--- src/icf_defines.svh ---
// How it works
// (RULE1) Bit 7 is the global enable; while it is 0 no source reaches the core.
// (RULE2) Bit 6 lets the peripheral group through; at 0 it blocks all of them.
// (RULE3) Bit 5 enables the timer overflow interrupt.
// (RULE4) Bit 4 enables the external pin interrupt.
// (RULE5) Bit 3 enables the port-B change interrupt.
// (RULE6) Bit 2 is set by a timer overflow and holds until software clears it.
// (RULE7) Bit 1 is set by an external pin event and holds until cleared.
// (RULE8) Bit 0 is set when any port-B pin changes and holds until cleared.
// (RULE9) A pin only counts for the change flag if its per-pin enable is set.
// (RULE10) The timer flag is set on rollover; software sets the timer first.
// (RULE11) The core request is high when global enable and an enabled flag meet.
// (RULE12) Flags are set regardless of enables; writing 0 clears, an event wins.
`ifndef ICF_DEFINES_SVH
`define ICF_DEFINES_SVH

// ----------------------------------------------------------------
// register offsets
// ----------------------------------------------------------------
`define ICF_OFS_CTRL 3'h0
`define ICF_OFS_PCMASK 3'h1
`define ICF_OFS_EDGE 3'h2
`define ICF_OFS_STATUS 3'h3
`define ICF_OFS_MASK 3'h4

// ----------------------------------------------------------------
// field positions of interrupt_control
// ----------------------------------------------------------------
`define ICF_BIT_GLOBAL_EN 7
`define ICF_BIT_GROUP_EN 6
`define ICF_BIT_TMR_EN 5
`define ICF_BIT_EXT_EN 4
`define ICF_BIT_CHG_EN 3
`define ICF_BIT_TMR_FLAG 2
`define ICF_BIT_EXT_FLAG 1
`define ICF_BIT_CHG_FLAG 0
`define ICF_BIT_RISING 0

// ----------------------------------------------------------------
// reset values and timing
// ----------------------------------------------------------------
`define ICF_CTRL_RST 8'h00
`define ICF_PCMASK_RST 8'h00
`define ICF_EDGE_RST 8'h01
`define ICF_MASK_RST 4'h0
`define ICF_PRIME_CYCLES 2'h3

`endif

--- src/icf_pkg.sv ---
package icf_pkg;
  // one register byte
  typedef logic [7:0] icf_byte_t;
  // one bit per event source in the sticky status
  typedef logic [3:0] icf_evt_t;
  // index of each source inside icf_evt_t
  typedef enum logic [1:0] {
    ICF_EV_TMR = 2'h0,
    ICF_EV_EXT = 2'h1,
    ICF_EV_CHG = 2'h2,
    ICF_EV_PER = 2'h3
  } icf_event_e;
endpackage

--- src/icf_evt_if.sv ---
`timescale 1ns/100ps
`default_nettype none
// events from the pin detector and its settings from the registers
interface icf_evt_if #(
  parameter int PORT_W = 8
);
  logic ext_rising;
  logic [PORT_W-1:0] pin_mask;
  logic ext_evt;
  logic chg_evt;
  modport detector (input ext_rising, input pin_mask,
                    output ext_evt, output chg_evt);
  modport control (output ext_rising, output pin_mask,
                   input ext_evt, input chg_evt);
endinterface
`default_nettype wire

--- src/icf_interrupt_control.sv ---
// The plain strobed port and the placing of the registers were left to the implementer.
`timescale 1ns/100ps
`default_nettype none
`include "icf_defines.svh"
module icf_interrupt_control
  import icf_pkg::*;
#(
  parameter int PORT_W = 8,
  parameter int ADDR_W = 3
) (
  input wire logic sys_clk,
  input wire logic rst_b,
  input wire logic [ADDR_W-1:0] reg_addr,
  input wire logic [7:0] reg_wdata,
  input wire logic reg_wr,
  input wire logic reg_rd,
  output logic [7:0] reg_rdata,
  input wire logic timer_overflow,
  input wire logic external_irq_pin,
  input wire logic [PORT_W-1:0] port_b_pins,
  input wire logic periph_irq,
  output logic core_irq_req,
  output logic sys_irq
);
  // ----------------------------------------------------------------
  // parameter checks
  // ----------------------------------------------------------------
  // the change mask lives in one byte and the map needs five offsets
  generate
    if (PORT_W < 1 || PORT_W > 8) begin : g_bad_port
      $error("port width must lie between 1 and 8");
    end
    if (ADDR_W < 3) begin : g_bad_addr
      $error("address width must be at least 3");
    end
  endgenerate

  // ----------------------------------------------------------------
  // pin event detector
  // ----------------------------------------------------------------
  icf_evt_if #(.PORT_W(PORT_W)) evt ();

  icf_event_detect #(
    .PORT_W(PORT_W)
  ) u_detect (
    .sys_clk(sys_clk),
    .rst_b(rst_b),
    .external_irq_pin(external_irq_pin),
    .port_b_pins(port_b_pins),
    .evt(evt)
  );

  // ----------------------------------------------------------------
  // register state
  // ----------------------------------------------------------------
  icf_byte_t ctrl_reg;
  icf_byte_t ctrl_next;
  icf_byte_t pcmask_reg;
  icf_byte_t edge_reg;
  icf_evt_t status_reg;
  icf_evt_t status_next;
  icf_evt_t mask_reg;
  icf_evt_t mask_next;
  icf_evt_t evt_vec;
  logic periph_prev_reg;
  icf_byte_t rdata_reg;
  logic core_req_reg;
  logic sys_irq_reg;

  // ----------------------------------------------------------------
  // address decode
  // ----------------------------------------------------------------
  logic [2:0] addr_lo;
  logic addr_hi_zero;
  logic sel_ctrl;
  logic sel_pcmask;
  logic sel_edge;
  logic sel_status;
  logic sel_mask;
  logic wr_ctrl;
  logic wr_pcmask;
  logic wr_edge;
  logic wr_mask;
  logic rd_status;
  // upper address bits must be zero, otherwise the access is unmapped
  assign addr_lo = reg_addr[2:0];
  assign addr_hi_zero = (reg_addr >> 3) == '0;
  assign sel_ctrl = addr_hi_zero && (addr_lo == `ICF_OFS_CTRL);
  assign sel_pcmask = addr_hi_zero && (addr_lo == `ICF_OFS_PCMASK);
  assign sel_edge = addr_hi_zero && (addr_lo == `ICF_OFS_EDGE);
  assign sel_status = addr_hi_zero && (addr_lo == `ICF_OFS_STATUS);
  assign sel_mask = addr_hi_zero && (addr_lo == `ICF_OFS_MASK);
  assign wr_ctrl = reg_wr & sel_ctrl;
  assign wr_pcmask = reg_wr & sel_pcmask;
  assign wr_edge = reg_wr & sel_edge;
  assign wr_mask = reg_wr & sel_mask;
  assign rd_status = reg_rd & sel_status;

  // ----------------------------------------------------------------
  // interrupt_control next value
  // ----------------------------------------------------------------
  logic evt_tmr;
  logic evt_ext;
  logic evt_chg;
  icf_byte_t ctrl_src;
  assign evt_tmr = timer_overflow; // same-clock pulse from the timer
  assign evt_ext = evt.ext_evt;
  assign evt_chg = evt.chg_evt;
  // a write replaces the whole byte, flags included
  assign ctrl_src = wr_ctrl ? reg_wdata : ctrl_reg; // [RULE12]
  // enables follow software only
  assign ctrl_next[`ICF_BIT_GLOBAL_EN] =
    ctrl_src[`ICF_BIT_GLOBAL_EN]; // [RULE1]
  assign ctrl_next[`ICF_BIT_GROUP_EN] =
    ctrl_src[`ICF_BIT_GROUP_EN]; // [RULE2]
  assign ctrl_next[`ICF_BIT_TMR_EN] = ctrl_src[`ICF_BIT_TMR_EN]; // [RULE3]
  assign ctrl_next[`ICF_BIT_EXT_EN] = ctrl_src[`ICF_BIT_EXT_EN]; // [RULE4]
  assign ctrl_next[`ICF_BIT_CHG_EN] = ctrl_src[`ICF_BIT_CHG_EN]; // [RULE5]
  // flags: the event wins over a clearing write, enables not consulted
  assign ctrl_next[`ICF_BIT_TMR_FLAG] =
    evt_tmr | ctrl_src[`ICF_BIT_TMR_FLAG]; // [RULE6] [RULE10] [RULE12]
  assign ctrl_next[`ICF_BIT_EXT_FLAG] =
    evt_ext | ctrl_src[`ICF_BIT_EXT_FLAG]; // [RULE7] [RULE12]
  assign ctrl_next[`ICF_BIT_CHG_FLAG] =
    evt_chg | ctrl_src[`ICF_BIT_CHG_FLAG]; // [RULE8] [RULE12]

  // ----------------------------------------------------------------
  // core request
  // ----------------------------------------------------------------
  logic glb_en_next;
  logic pend_tmr;
  logic pend_ext;
  logic pend_chg;
  logic pend_per;
  logic flag_pend_next;
  logic core_req_next;
  assign glb_en_next = ctrl_next[`ICF_BIT_GLOBAL_EN];
  assign pend_tmr = ctrl_next[`ICF_BIT_TMR_EN] &
                    ctrl_next[`ICF_BIT_TMR_FLAG]; // [RULE3]
  assign pend_ext = ctrl_next[`ICF_BIT_EXT_EN] &
                    ctrl_next[`ICF_BIT_EXT_FLAG]; // [RULE4]
  assign pend_chg = ctrl_next[`ICF_BIT_CHG_EN] &
                    ctrl_next[`ICF_BIT_CHG_FLAG]; // [RULE5]
  // peripheral sources only pass with the group enable
  assign pend_per = ctrl_next[`ICF_BIT_GROUP_EN] & periph_irq; // [RULE2]
  assign flag_pend_next = pend_tmr | pend_ext | pend_chg;
  // global enable gates everything
  assign core_req_next = glb_en_next &
                         (flag_pend_next | pend_per); // [RULE1] [RULE11]

  // ----------------------------------------------------------------
  // sticky event status, cleared by reading it
  // ----------------------------------------------------------------
  logic periph_rise;
  logic sys_irq_next;
  assign periph_rise = periph_irq & ~periph_prev_reg;
  assign evt_vec[ICF_EV_TMR] = evt_tmr;
  assign evt_vec[ICF_EV_EXT] = evt_ext;
  assign evt_vec[ICF_EV_CHG] = evt_chg;
  assign evt_vec[ICF_EV_PER] = periph_rise;
  // a new event in the reading cycle survives the clear
  assign status_next = evt_vec | (rd_status ? 4'h0 : status_reg);
  assign mask_next = wr_mask ? reg_wdata[3:0] : mask_reg;
  assign sys_irq_next = |(status_next & mask_next);

  // ----------------------------------------------------------------
  // read mux
  // ----------------------------------------------------------------
  icf_byte_t rd_mux;
  assign rd_mux = sel_ctrl ? ctrl_reg :
                  sel_pcmask ? pcmask_reg :
                  sel_edge ? edge_reg :
                  sel_status ? {4'h0, status_reg} :
                  sel_mask ? {4'h0, mask_reg} :
                  8'h00;

  // ----------------------------------------------------------------
  // settings toward the detector
  // ----------------------------------------------------------------
  assign evt.ext_rising = edge_reg[`ICF_BIT_RISING];
  assign evt.pin_mask = pcmask_reg[PORT_W-1:0]; // [RULE9]

  // control byte and its request
  always_ff @(posedge sys_clk or negedge rst_b) begin
    if (!rst_b) begin
      ctrl_reg <= `ICF_CTRL_RST;
      core_req_reg <= 1'b0;
    end else begin
      ctrl_reg <= ctrl_next;
      core_req_reg <= core_req_next; // [RULE11]
    end
  end

  // own configuration registers
  always_ff @(posedge sys_clk or negedge rst_b) begin
    if (!rst_b) begin
      pcmask_reg <= `ICF_PCMASK_RST;
      edge_reg <= `ICF_EDGE_RST;
    end else begin
      pcmask_reg <= wr_pcmask ? reg_wdata : pcmask_reg;
      edge_reg <= wr_edge ? {7'h00, reg_wdata[`ICF_BIT_RISING]} : edge_reg;
    end
  end

  // status, mask and system interrupt line
  always_ff @(posedge sys_clk or negedge rst_b) begin
    if (!rst_b) begin
      status_reg <= 4'h0;
      mask_reg <= `ICF_MASK_RST;
      periph_prev_reg <= 1'b0;
      sys_irq_reg <= 1'b0;
    end else begin
      status_reg <= status_next;
      mask_reg <= mask_next;
      periph_prev_reg <= periph_irq;
      sys_irq_reg <= sys_irq_next;
    end
  end

  // read data stands for one cycle only
  always_ff @(posedge sys_clk or negedge rst_b) begin
    if (!rst_b) begin
      rdata_reg <= 8'h00;
    end else begin
      rdata_reg <= reg_rd ? rd_mux : 8'h00;
    end
  end

  assign reg_rdata = rdata_reg;
  assign core_irq_req = core_req_reg;
  assign sys_irq = sys_irq_reg;
endmodule
`default_nettype wire

--- src/icf_event_detect.sv ---
`timescale 1ns/100ps
`default_nettype none
`include "icf_defines.svh"
module icf_event_detect
  import icf_pkg::*;
#(
  parameter int PORT_W = 8
) (
  input wire logic sys_clk,
  input wire logic rst_b,
  input wire logic external_irq_pin,
  input wire logic [PORT_W-1:0] port_b_pins,
  icf_evt_if.detector evt
);
  // ----------------------------------------------------------------
  // synchronisers, one per pin
  // ----------------------------------------------------------------
  logic [PORT_W:0] pins_raw;
  logic [PORT_W:0] meta_reg;
  logic [PORT_W:0] stable_reg;
  logic [PORT_W:0] prev_reg;
  assign pins_raw = {port_b_pins, external_irq_pin};

  genvar gi;
  generate
    for (gi = 0; gi <= PORT_W; gi++) begin : g_sync
      // meta feeds only the stable stage; prev keeps the last level
      always_ff @(posedge sys_clk or negedge rst_b) begin
        if (!rst_b) begin
          meta_reg[gi] <= 1'b0;
          stable_reg[gi] <= 1'b0;
          prev_reg[gi] <= 1'b0;
        end else begin
          meta_reg[gi] <= pins_raw[gi];
          stable_reg[gi] <= meta_reg[gi];
          prev_reg[gi] <= stable_reg[gi];
        end
      end
    end
  endgenerate

  // ----------------------------------------------------------------
  // edge and change detection
  // ----------------------------------------------------------------
  logic [1:0] prime_reg;
  logic primed;
  logic ext_hit;
  logic chg_hit;
  // edges during the first cycles after reset are flushed pipeline values
  assign primed = (prime_reg == `ICF_PRIME_CYCLES);
  assign ext_hit = primed & (evt.ext_rising ?
                   (stable_reg[0] & ~prev_reg[0]) :
                   (~stable_reg[0] & prev_reg[0]));
  // only pins with their change enable set count [RULE9]
  assign chg_hit = primed &
    (|((stable_reg[PORT_W:1] ^ prev_reg[PORT_W:1]) & evt.pin_mask));

  // one-cycle event pulses toward the register block
  always_ff @(posedge sys_clk or negedge rst_b) begin
    if (!rst_b) begin
      prime_reg <= 2'h0;
      evt.ext_evt <= 1'b0;
      evt.chg_evt <= 1'b0;
    end else begin
      prime_reg <= primed ? prime_reg : prime_reg + 2'h1;
      evt.ext_evt <= ext_hit;
      evt.chg_evt <= chg_hit; // [RULE8]
    end
  end
endmodule
`default_nettype wire

--- config.mk ---
export PLATFORM = sky130hd
export DESIGN_NAME = icf_interrupt_control
export DESIGN_NICKNAME = d
export VERILOG_FILES = /design/src/icf_pkg.sv /design/src/icf_evt_if.sv /design/src/icf_interrupt_control.sv /design/src/icf_event_detect.sv
export VERILOG_INCLUDE_DIRS = /design/src
export SDC_FILE = /design/constraint.sdc
export NUM_CORES = 1
export LEC_CHECK = 0
export BUFFER_PORTS_ARGS = -buffer_cell sky130_fd_sc_hd__buf_4
export CAP_MARGIN = 20
export CORE_MARGIN = 4
export CORE_UTILIZATION = 55
export CTS_CLUSTER_SIZE = 28
export DETAILED_ROUTE_END_ITERATION = 8
export GPL_TIMING_DRIVEN = 0
export PLACE_DENSITY = 0.86
export SLEW_MARGIN = 20
export SYNTH_ARGS = -nofsm -noshare
export SYNTH_HDL_FRONTEND = slang
export SYNTH_SLANG_ARGS = --single-unit
--- constraint.sdc ---
create_clock -name sys_clk -period 1.3 [get_ports sys_clk]
set_input_delay 0.26 -clock sys_clk [delete_from_list [all_inputs] [get_ports sys_clk]]
set_output_delay 0.26 -clock sys_clk [all_outputs]
set_load 0.01 [all_outputs]
Word level (Yosys, flattened, before mapping)
Index checks and enable logic that the tools add are counted.
- equal/unequal tests: 5
- add/subtract/negate cells: 1
- bitwise gates (word level): 28
- reductions and logical operators: 3
- multiplexer cells: 10
- operators with widths (cell ; count):
    8-bit two-way mux ; 4
    4-bit two-way mux ; 5
    1-bit bitwise AND ; 15
    8-bit bitwise AND ; 1
    8-bit OR reduction ; 1
    8-bit XOR ; 1
    3-bit by 2-bit equality test with 1-bit output, second input constant ; 2
    1-bit bitwise OR ; 6
    4-bit bitwise AND ; 1
    4-bit bitwise OR ; 1
    4-bit OR reduction ; 1
    3-bit by 1-bit equality test with 1-bit output, second input constant ; 1
    3-bit equality test, second input constant ; 1
    3-bit logical NOT ; 1
    1-bit NOT ; 3
    2-bit by 1-bit adder with 2-bit output, second input constant ; 1
    2-bit equality test, second input constant ; 1
    1-bit two-way mux ; 1
- input bits: 26
- logic and storage cells: 86
- output and inout port bits: 10
- bits in registers: 67

Longest topological paths before layout
Gate-level depths: netlist of run 1.
- depth after elaboration: 9
- mapped depth: 5
- depth with buffers taken out: 4

By module
Synthesis of run 1 repeated with hierarchy kept, for this count alone.
- cells, all modules: 179
- area total of the unflattened synthesis: 2529.9 um^2
- by module, submodules not included (module ; area each (um^2) ; cells an instance ; instances ; seq. area each (um^2)):
    icf_interrupt_control ; 1587.8 ; 128 ; 1 ; 902.1
    icf_event_detect ; 942.2 ; 51 ; 1 ; 775.7

Worst setup path before layout of run 1
Ideal clock, no wire load.
- path kind: input -> register
- from: input reg_addr[2]
- to: register core_req_reg, in the netlist core_irq_req
- path buffers: 1
- arrival time: 1.480 ns
- slack: -0.304 ns
- stages on the path: 5
- data required time: 1.176 ns
- setup time: 0.124 ns
- cells stage by stage: nor4b_4 -> buf_6 -> mux2_1 -> a22o_1 -> o31a_1
- elaborated cells on any way between the ends: 14
- classes of those cells: 1 x mux; 12 x bitwise; 1 x reduce/logical
- RTL lines (element ; line ; text):
    start: declaration ; icf_interrupt_control.sv:13 ; input wire logic [ADDR_W-1:0] reg_addr,
    3-bit logical NOT (no source line) ; n/a ;
    1-bit bitwise AND ; icf_interrupt_control.sv:93 ; assign wr_ctrl = reg_wr & sel_ctrl;
    8-bit two-way mux ; icf_interrupt_control.sv:110 ; assign ctrl_src = wr_ctrl ? reg_wdata : ctrl_reg;
    named net ctrl_next[5] ; icf_interrupt_control.sv:57 ; icf_byte_t ctrl_next;
    1-bit bitwise AND ; icf_interrupt_control.sv:138 ; assign pend_tmr = ctrl_next[`ICF_BIT_TMR_EN] &
    1-bit bitwise OR (2 in series) ; icf_interrupt_control.sv:146 ; assign flag_pend_next = pend_tmr | pend_ext | pend_chg;
    1-bit bitwise OR ; icf_interrupt_control.sv:149 ; (flag_pend_next | pend_per);
    1-bit bitwise AND ; icf_interrupt_control.sv:148 ; assign core_req_next = glb_en_next &
    named net core_req_next ; icf_interrupt_control.sv:136 ; logic core_req_next;
    end signal: assignment ; icf_interrupt_control.sv:190 ; core_req_reg <= core_req_next;
    end: declaration ; icf_interrupt_control.sv:67 ; logic core_req_reg;
The timed path passes the listed nets, and every way through them passes these cells.
A chain may end at the register's enable or synchronous reset.

Final worst setup path of run 1
Same ends and word-level chain as after synthesis.

==> impl_results.md, run 1 <==
* Status: finished with violations
* Failing checks: negative setup slack
* # nets final at 253
* Routed WL at 4.89 mm
* Switching share of total power at 0.232
* Post-synthesis xor/xnor area fraction at 0.0314
* Startpoint Class: input port
* Cells after Synth at 176
* Fraction of layout cells with a size suffix above 1 at 0.355
* Endpoints failing setup at 1
* Clk slew on worst S/H paths at 70 ps
* ANT cells at 0
* Final Hold Viols at 0
* Gate power share at 0.119
* # IOs at 36
* Rel. slew slack at 0.470
* Mux cell area share after synthesis at 0.113
* Crit-path max cell delay at 370 ps
* Detail Route Antenna Nets at 0
* Worst slack, placed at -554 ps
* Cts bufs inserted at 9
* # fillers at 294
* Vias in the first global route at 1706
* Final setup margin at -114 ps
* Worst Path Arrival at 1640 ps
* Drt drc at 0
* Hold slack at 7.66 ps
* CP max stage cell: nor4b_4
* Max capacitance violation total at 0
* Worst EP required at 1520 ps
* Clock buffer depth at 2
* Layout Cells excl Fill at 283
* Most frequent cells in the layout: dfrtp_1 (66), buf_4 (36), mux2_2 (16)
* HP Class: in2async
* Port Buf Inserts at 35
* Yosys cell types at 35
* DR vias at 1618
* Root Buffer: clkbuf_8
* Clock sink count at 67
* Yosys top cell by area: dfrtp_1
* DR vias/cell at 5.72
* Leak at 1.46 nW
* Multi-input gate area at 815 um2
* Area Overhead vs Synth at 25.4%
* GR Overflow Total at 0
* Maximum VDD drop at 980 uV
* Per-cell routed wire length at 17.3 um
* Seq. cell area at 1680 um2
* Syn_nets at 203
* Int Pwr at 3.98 mW
* First-pass GRT wire length at 8.15 mm
* Post-synthesis adder-cell area fraction at 0.00498
* Fin area at 3150 um2
* DIE HEIGHT at 75.6 um
* GRT Total Usage at 0.201
* H-tree Lvls at 3
* Area fraction of the dominant cell type after synthesis at 0.657
* Flop pwr share at 0.476
* Iteration-0 DRC count of the detailed router at 138
* #FFs+latches synth at 67
* Largest net degree at the start of global routing at 68
* Final slew viol count at 0
* Avg Cell Area, Syn at 14.3 um2
* RSZ-0062 raised after global routing: yes
* Worst Path Max Fanout at 5
* Post-route clock period utilization at 1.09
* Net switching power at 1.20 mW
* Crit end category: flop
* Die X-Extent at 75.6 um
* Max Freq at 707 MHz
* CORE AREA at 4380 um2
* Min cycle time layout at 1410 ps
* Cell Rows at 24
* Initial Utilization at 0.573
* Final Util at 0.719
* Clk_lat worst skew at 330 ps
* Post-Place Cells at 263
* Pwr/cell area at 1650 nW/um2
* Synthesized cell area at 2510 um2
* Kind of critical path: in2reg
* Crit-path cells: buf_8 -> nor4b_4 -> buf_6 -> mux2_4 -> a22o_1 -> o31a_1
* Gp weighted congestion at 0.833
* Main combinational cell family by area after synthesis: multiplexers
* Die area at 5710 um2
* Most common cell after layout, fill and taps aside: dfrtp_1
* CTS tree: done
* Compound-Gate Fraction of Synth Area at 0.0951
* DP HPWL at 3.30 mm
* Post-Synth Simple-Gate Area at 0.0732
* Clock Skews at 6.85 ps
* Initial antenna violation count at 0
* Clock share of power at 0.405
* Synth top area cells: dfrtp_1 (66%), mux2_2 (7.6%), mux2i_1 (2.8%), xor2_1 (2.8%), nand2_1 (2.1%)
* Drt first pass iters at 4
* Ys Warns at 0
* Worst-Margin Slew at 795 ps
* Area after DPL at 2850 um2
* Sequential area share after synthesis at 0.668
cell families after synthesis:
logic type	Yosys count
compound gates	31
xor+xnor	9
flops	67
fa+ha+maj	1
buf+inv	7
simple gates	35
mux	26
power groups by stage:
stage	Sequential (mW)	Combinational, mW	Clock (mW)
2_1_floorplan	2.46	0.346	0
3_5_place_dp	2.50	0.597	0
3_3_place_gp	2.49	0.569	0
5_1_grt	2.49	0.682	2.26
6_report	2.47	0.618	2.10
4_1_cts	2.47	0.620	2.14
synthesized netlist by cell type:
cell type   n
dfrtp_1    66
mux2_2     17
nand2_1    14
nor2_1     12
xor2_1      8
mux2i_1     7
a21o_1      6
a22oi_1     5
a21oi_1     4
o21bai_1    3
o31a_1      3
o41ai_1     3
and3_1      2
buf_2       2
clkbuf_1    2
mux2_1      2
o311a_1     2
a21bo_1     1
a21boi_0    1
a22o_1      1
a41oi_1     1
and4bb_2    1
buf_6       1
dfstp_2     1
ha_1        1
inv_1       1
inv_2       1
nand2b_1    1
nand3_1     1
nand4b_1    1
nor3b_1     1
nor4b_4     1
nor4bb_1    1
o22ai_1     1
xnor2_1     1
worst max-delay path: cells and delay by family:
kind	cells	cell delay (ps)
AND/OR/NAND/NOR	1	370
multiplexers	1	300
AO/OA/AOI/OAI	2	420
buffers and inverters	2	280
per-layer routing:
metal | global-route usage | part of all wire | up-vias | wire length [um]
met2 | 0.320 | 0.51 | 54 | 2510
li1 | - | - | 732 | -
met5 | 0 | 0 | - | 0
met3 | 0.0541 | 0.061 | 14 | 297
met1 | 0.242 | 0.40 | 818 | 1940
met4 | 0.128 | 0.029 | 0 | 144
per-stage QoR:
step           TNS [ps]  power (mW)
2_1_floorplan      -276        2.81
5_1_grt            -140        5.44
4_1_cts            -104        5.23
3_5_place_dp      -3560        3.10
6_report           -114        5.19
3_3_place_gp      -3050        3.05
final timing paths:
kind	from	to	slack [ps]	cells past startpoint
hold reg to reg	u_detect.meta_reg[0]$_DFF_PN0_	u_detect.stable_reg[0]$_DFF_PN0_	350	0
setup reg to reg	ctrl_reg[6]$_DFF_PN0_	core_irq_req$_DFF_PN0_	50	3
hold / removal	rst_b	u_detect.meta_reg[5]$_DFF_PN0_	8	1
setup / recovery	reg_addr[2]	core_irq_req$_DFF_PN0_	-110	6
max in group asynchronous	rst_b	u_detect.prev_reg[0]$_DFF_PN0_	770	1
min in group sys_clk	port_b_pins[4]	u_detect.meta_reg[5]$_DFF_PN0_	30	1
what timing repair did:
action | CTS | global route
setup endpoints to repair | 1 | 2
hold endpoints to repair | 0 | 1
gates resized for setup | 3 | 1
buffers inserted | 3 | 0
hold buffers | 0 | 1
pin swaps | 1 | 0
final cells by class:
cell class                      instances  area share
Clock inverter                          6      0.0357
Buffer                                  5     0.00953
Sequential cell                        67       0.532
Tap cell                               52      0.0206
Clock buffer                           10      0.0437
Multi-Input combinational cell        102       0.258
Timing Repair Buffer                   39      0.0973
Inverter                                2     0.00238
(Power assumes the default switching activity.)
==> run 2: changes to the inputs <==
- PLACE_DENSITY: 0.86 -> default
- PLACE_DENSITY_LB_ADDON: default -> 0.3
- REMOVE_ABC_BUFFERS: default -> 1
==> run 2 against run 1 <==
Effect of this change: the flow still finishes with violations (negative setup slack); cell count up 0.71%; via count is 1.3% lower; non-clock buffer count rose by 2; sequential power is essentially flat; routed wire length is 0.86% lower; die area did not move; critical path type unchanged; critical endpoint unchanged; largest cell class unchanged; largest power group unchanged; highest routed layer unchanged.
==> impl_results.md, run 2 (synthesis gave the netlist of run 1 again) <==
* Vias in the first global route at 1754 (was 1706)
* Seq. cell area at 1680 um2 (unchanged)
* # fillers at 313 (was 294)
* Final Util at 0.712 (was 0.719)
* CORE AREA at 4380 um2 (unchanged)
* H-tree Lvls at 3 (unchanged)
* Root Buffer: clkbuf_8 (unchanged)
* Min cycle time layout at 1380 ps (was 1410 ps)
* Multi-input gate area at 813 um2 (was 815 um2)
* Endpoints failing setup at 1 (unchanged)
* CTS tree: done (unchanged)
* Final setup margin at -79.0 ps (was -114 ps)
* Clock Skews at 9.32 ps (was 6.85 ps)
* Crit-path max cell delay at 310 ps (was 370 ps)
* Die X-Extent at 75.6 um (unchanged)
* Gp weighted congestion at 0.926 (was 0.833)
* Rel. slew slack at 0.478 (was 0.470)
* Detail Route Antenna Nets at 0 (unchanged)
* Reg-to-reg setup timing slack at 70 ps (was 50 ps)
* Max Freq at 725 MHz (was 707 MHz)
* Pwr Total at 4.56 mW (was 5.19 mW)
* Worst Path Arrival at 1610 ps (was 1640 ps)
* Drt drc at 0 (unchanged)
* Clk_lat worst skew at 350 ps (was 330 ps)
* Fraction of layout cells with a size suffix above 1 at 0.330 (was 0.355)
* Largest net degree at the start of global routing at 68 (unchanged)
* Iteration-0 DRC count of the detailed router at 129 (was 138)
* HP Class: in2async (unchanged)
* Failing checks: negative setup slack (unchanged)
* Cts bufs inserted at 9 (unchanged)
* Per-cell routed wire length at 17.0 um (was 17.3 um)
* Met1 usage at 0.251 (was 0.242)
* Kind of critical path: in2reg (unchanged)
* # IOs at 36 (unchanged)
* Final slew viol count at 0 (unchanged)
* Post-route clock period utilization at 1.06 (was 1.09)
* CP max stage cell: mux2_4 (was nor4b_4)
* Post-Place Cells at 258 (was 263)
* Clk slew on worst S/H paths at 70 ps (about the same)
* Layout Cells excl Fill at 285 (was 283)
* RR Startpoint: ctrl_reg[6]$_DFF_PN0_ (unchanged)
* Startpoint Class: input port (unchanged)
* Drt first pass iters at 4 (unchanged)
* Most common cell after layout, fill and taps aside: dfrtp_1 (unchanged)
* ANT cells at 0 (unchanged)
* Most frequent cells in the layout: dfrtp_1 (66), buf_4 (35), mux2_2 (15) (was dfrtp_1 (66), buf_4 (36), mux2_2 (16))
* GRT busiest layer: met2 (unchanged)
* GR Overflow Total at 0 (unchanged)
* Cell depth of the worst flop-to-flop path at 3 (unchanged)
* DR vias/cell at 5.60 (was 5.72)
* DIE HEIGHT at 75.6 um (unchanged)
* Crit-path cells: buf_12 -> nor4b_4 -> buf_6 -> mux2_4 -> a22o_1 -> o31a_1 (was buf_8 -> nor4b_4 -> buf_6 -> mux2_4 -> a22o_1 -> o31a_1)
* GRT Total Usage at 0.206 (was 0.201)
* Area Overhead vs Synth at 24.2% (was 25.4%)
* Initial antenna violation count at 0 (unchanged)
* Reg2reg end: core_irq_req$_DFF_PN0_ (unchanged)
* Initial Utilization at 0.573 (unchanged)
* Clock buffer depth at 2 (unchanged)
* Clock sink count at 67 (unchanged)
* Port Buf Inserts at 35 (unchanged)
* Routing usage on met2 at 0.322 (was 0.320)
* RSZ-0062 raised after global routing: yes (unchanged)
* Pwr/cell area at 1460 nW/um2 (was 1650 nW/um2)
* DR vias at 1597 (was 1618)
* DP HPWL at 3.29 mm (was 3.30 mm)
* Crit end category: flop (unchanged)
* # nets final at 255 (was 253)
* Status: finished with violations (unchanged)
* Final Hold Viols at 0 (unchanged)
* Hold slack at 2.28 ps (was 7.66 ps)
* Cell Rows at 24 (unchanged)
* First-pass GRT wire length at 8.29 mm (was 8.15 mm)
* Die area at 5710 um2 (unchanged)
* Worst slack, placed at -840 ps (was -554 ps)
* Worst-Margin Slew at 783 ps (was 795 ps)
* Maximum VDD drop at 958 uV (was 980 uV)
* Leak at 1.43 nW (was 1.46 nW)
* Worst Path Max Fanout at 13 (was 5)
* Max capacitance violation total at 0 (unchanged)
* Worst EP required at 1530 ps (was 1520 ps)
* Routed WL at 4.85 mm (was 4.89 mm)
* Met3 Use GR at 0.0805 (was 0.0541)
-- run 2: cell types whose count changed in the layout (fill, tap and decap cells not counted), sizes merged --
| cell | delta |
|---|---|
| dlygate4sd3 | +6 |
| bufinv | -3 |
| buf | -2 |
| clkbuf | -2 |
| clkinvlp | +2 |
| inv | +1 |
-- run 2: final cells by class --
type                       count  area share
tap                           52      0.0209
sequential                    67       0.538
inverter                       2     0.00241
multi-input combinational    102       0.261
clock inverter                 6      0.0136
clock buffer                  10      0.0409
timing repair buffer          46       0.124
-- run 2: per-stage QoR --
step           area (um2)  setup TNS [ps]
4_1_cts              3100           -41.5
5_1_grt              3120           -90.5
6_report             3120           -79.0
2_1_floorplan        2480            -591
3_5_place_dp         2810           -5820
3_3_place_gp         2810           -5570
-- run 2: repair_timing --
item	in CTS	in global routing
endpoints found under the setup margin	6	1
buffers inserted	3	1
gates resized for setup	11	0
hold buffers	6	1
pin swaps	2	0
hold endpoints to repair	6	1
cloned	0	0
-- run 2: critical path, delay by kind of cell --
kind	cells	cell delay, ps
mux	1	310
buf+inv	2	290
compound gates	2	450
simple gates	1	280
-- run 2: worst max-delay path by stage --
stage | from | to | slack, ps | depth (start not counted)
2_1_floorplan | reg_addr[2] | core_irq_req$_DFF_PN0_ | -470 | 4
3_3_place_gp | reg_addr[2] | core_irq_req$_DFF_PN0_ | -810 | 5
3_5_place_dp | reg_addr[2] | core_irq_req$_DFF_PN0_ | -840 | 5
4_1_cts | reg_addr[1] | core_irq_req$_DFF_PN0_ | -40 | 6
5_1_grt | reg_addr[1] | core_irq_req$_DFF_PN0_ | -90 | 6
6_report | reg_addr[1] | core_irq_req$_DFF_PN0_ | -80 | 6
-- run 2: power by group --
| group | total (mW) | leakage, nW | switching (mW) | internal [mW] |
|---|---|---|---|---|
| Clock | 1.48 | 0.0827 | 0.787 | 0.693 |
| Sequential | 2.46 | 0.776 | 0.148 | 2.31 |
| Combinational | 0.616 | 0.570 | 0.268 | 0.349 |
| Total | 4.56 | 1.43 | 1.20 | 3.36 |
-- run 2: layer usage --
layer / share of wire / wire length (um)
met5: 0 / 0
met3: 0.059 / 286
met1: 0.41 / 2000
met2: 0.51 / 2470
met4: 0.019 / 92
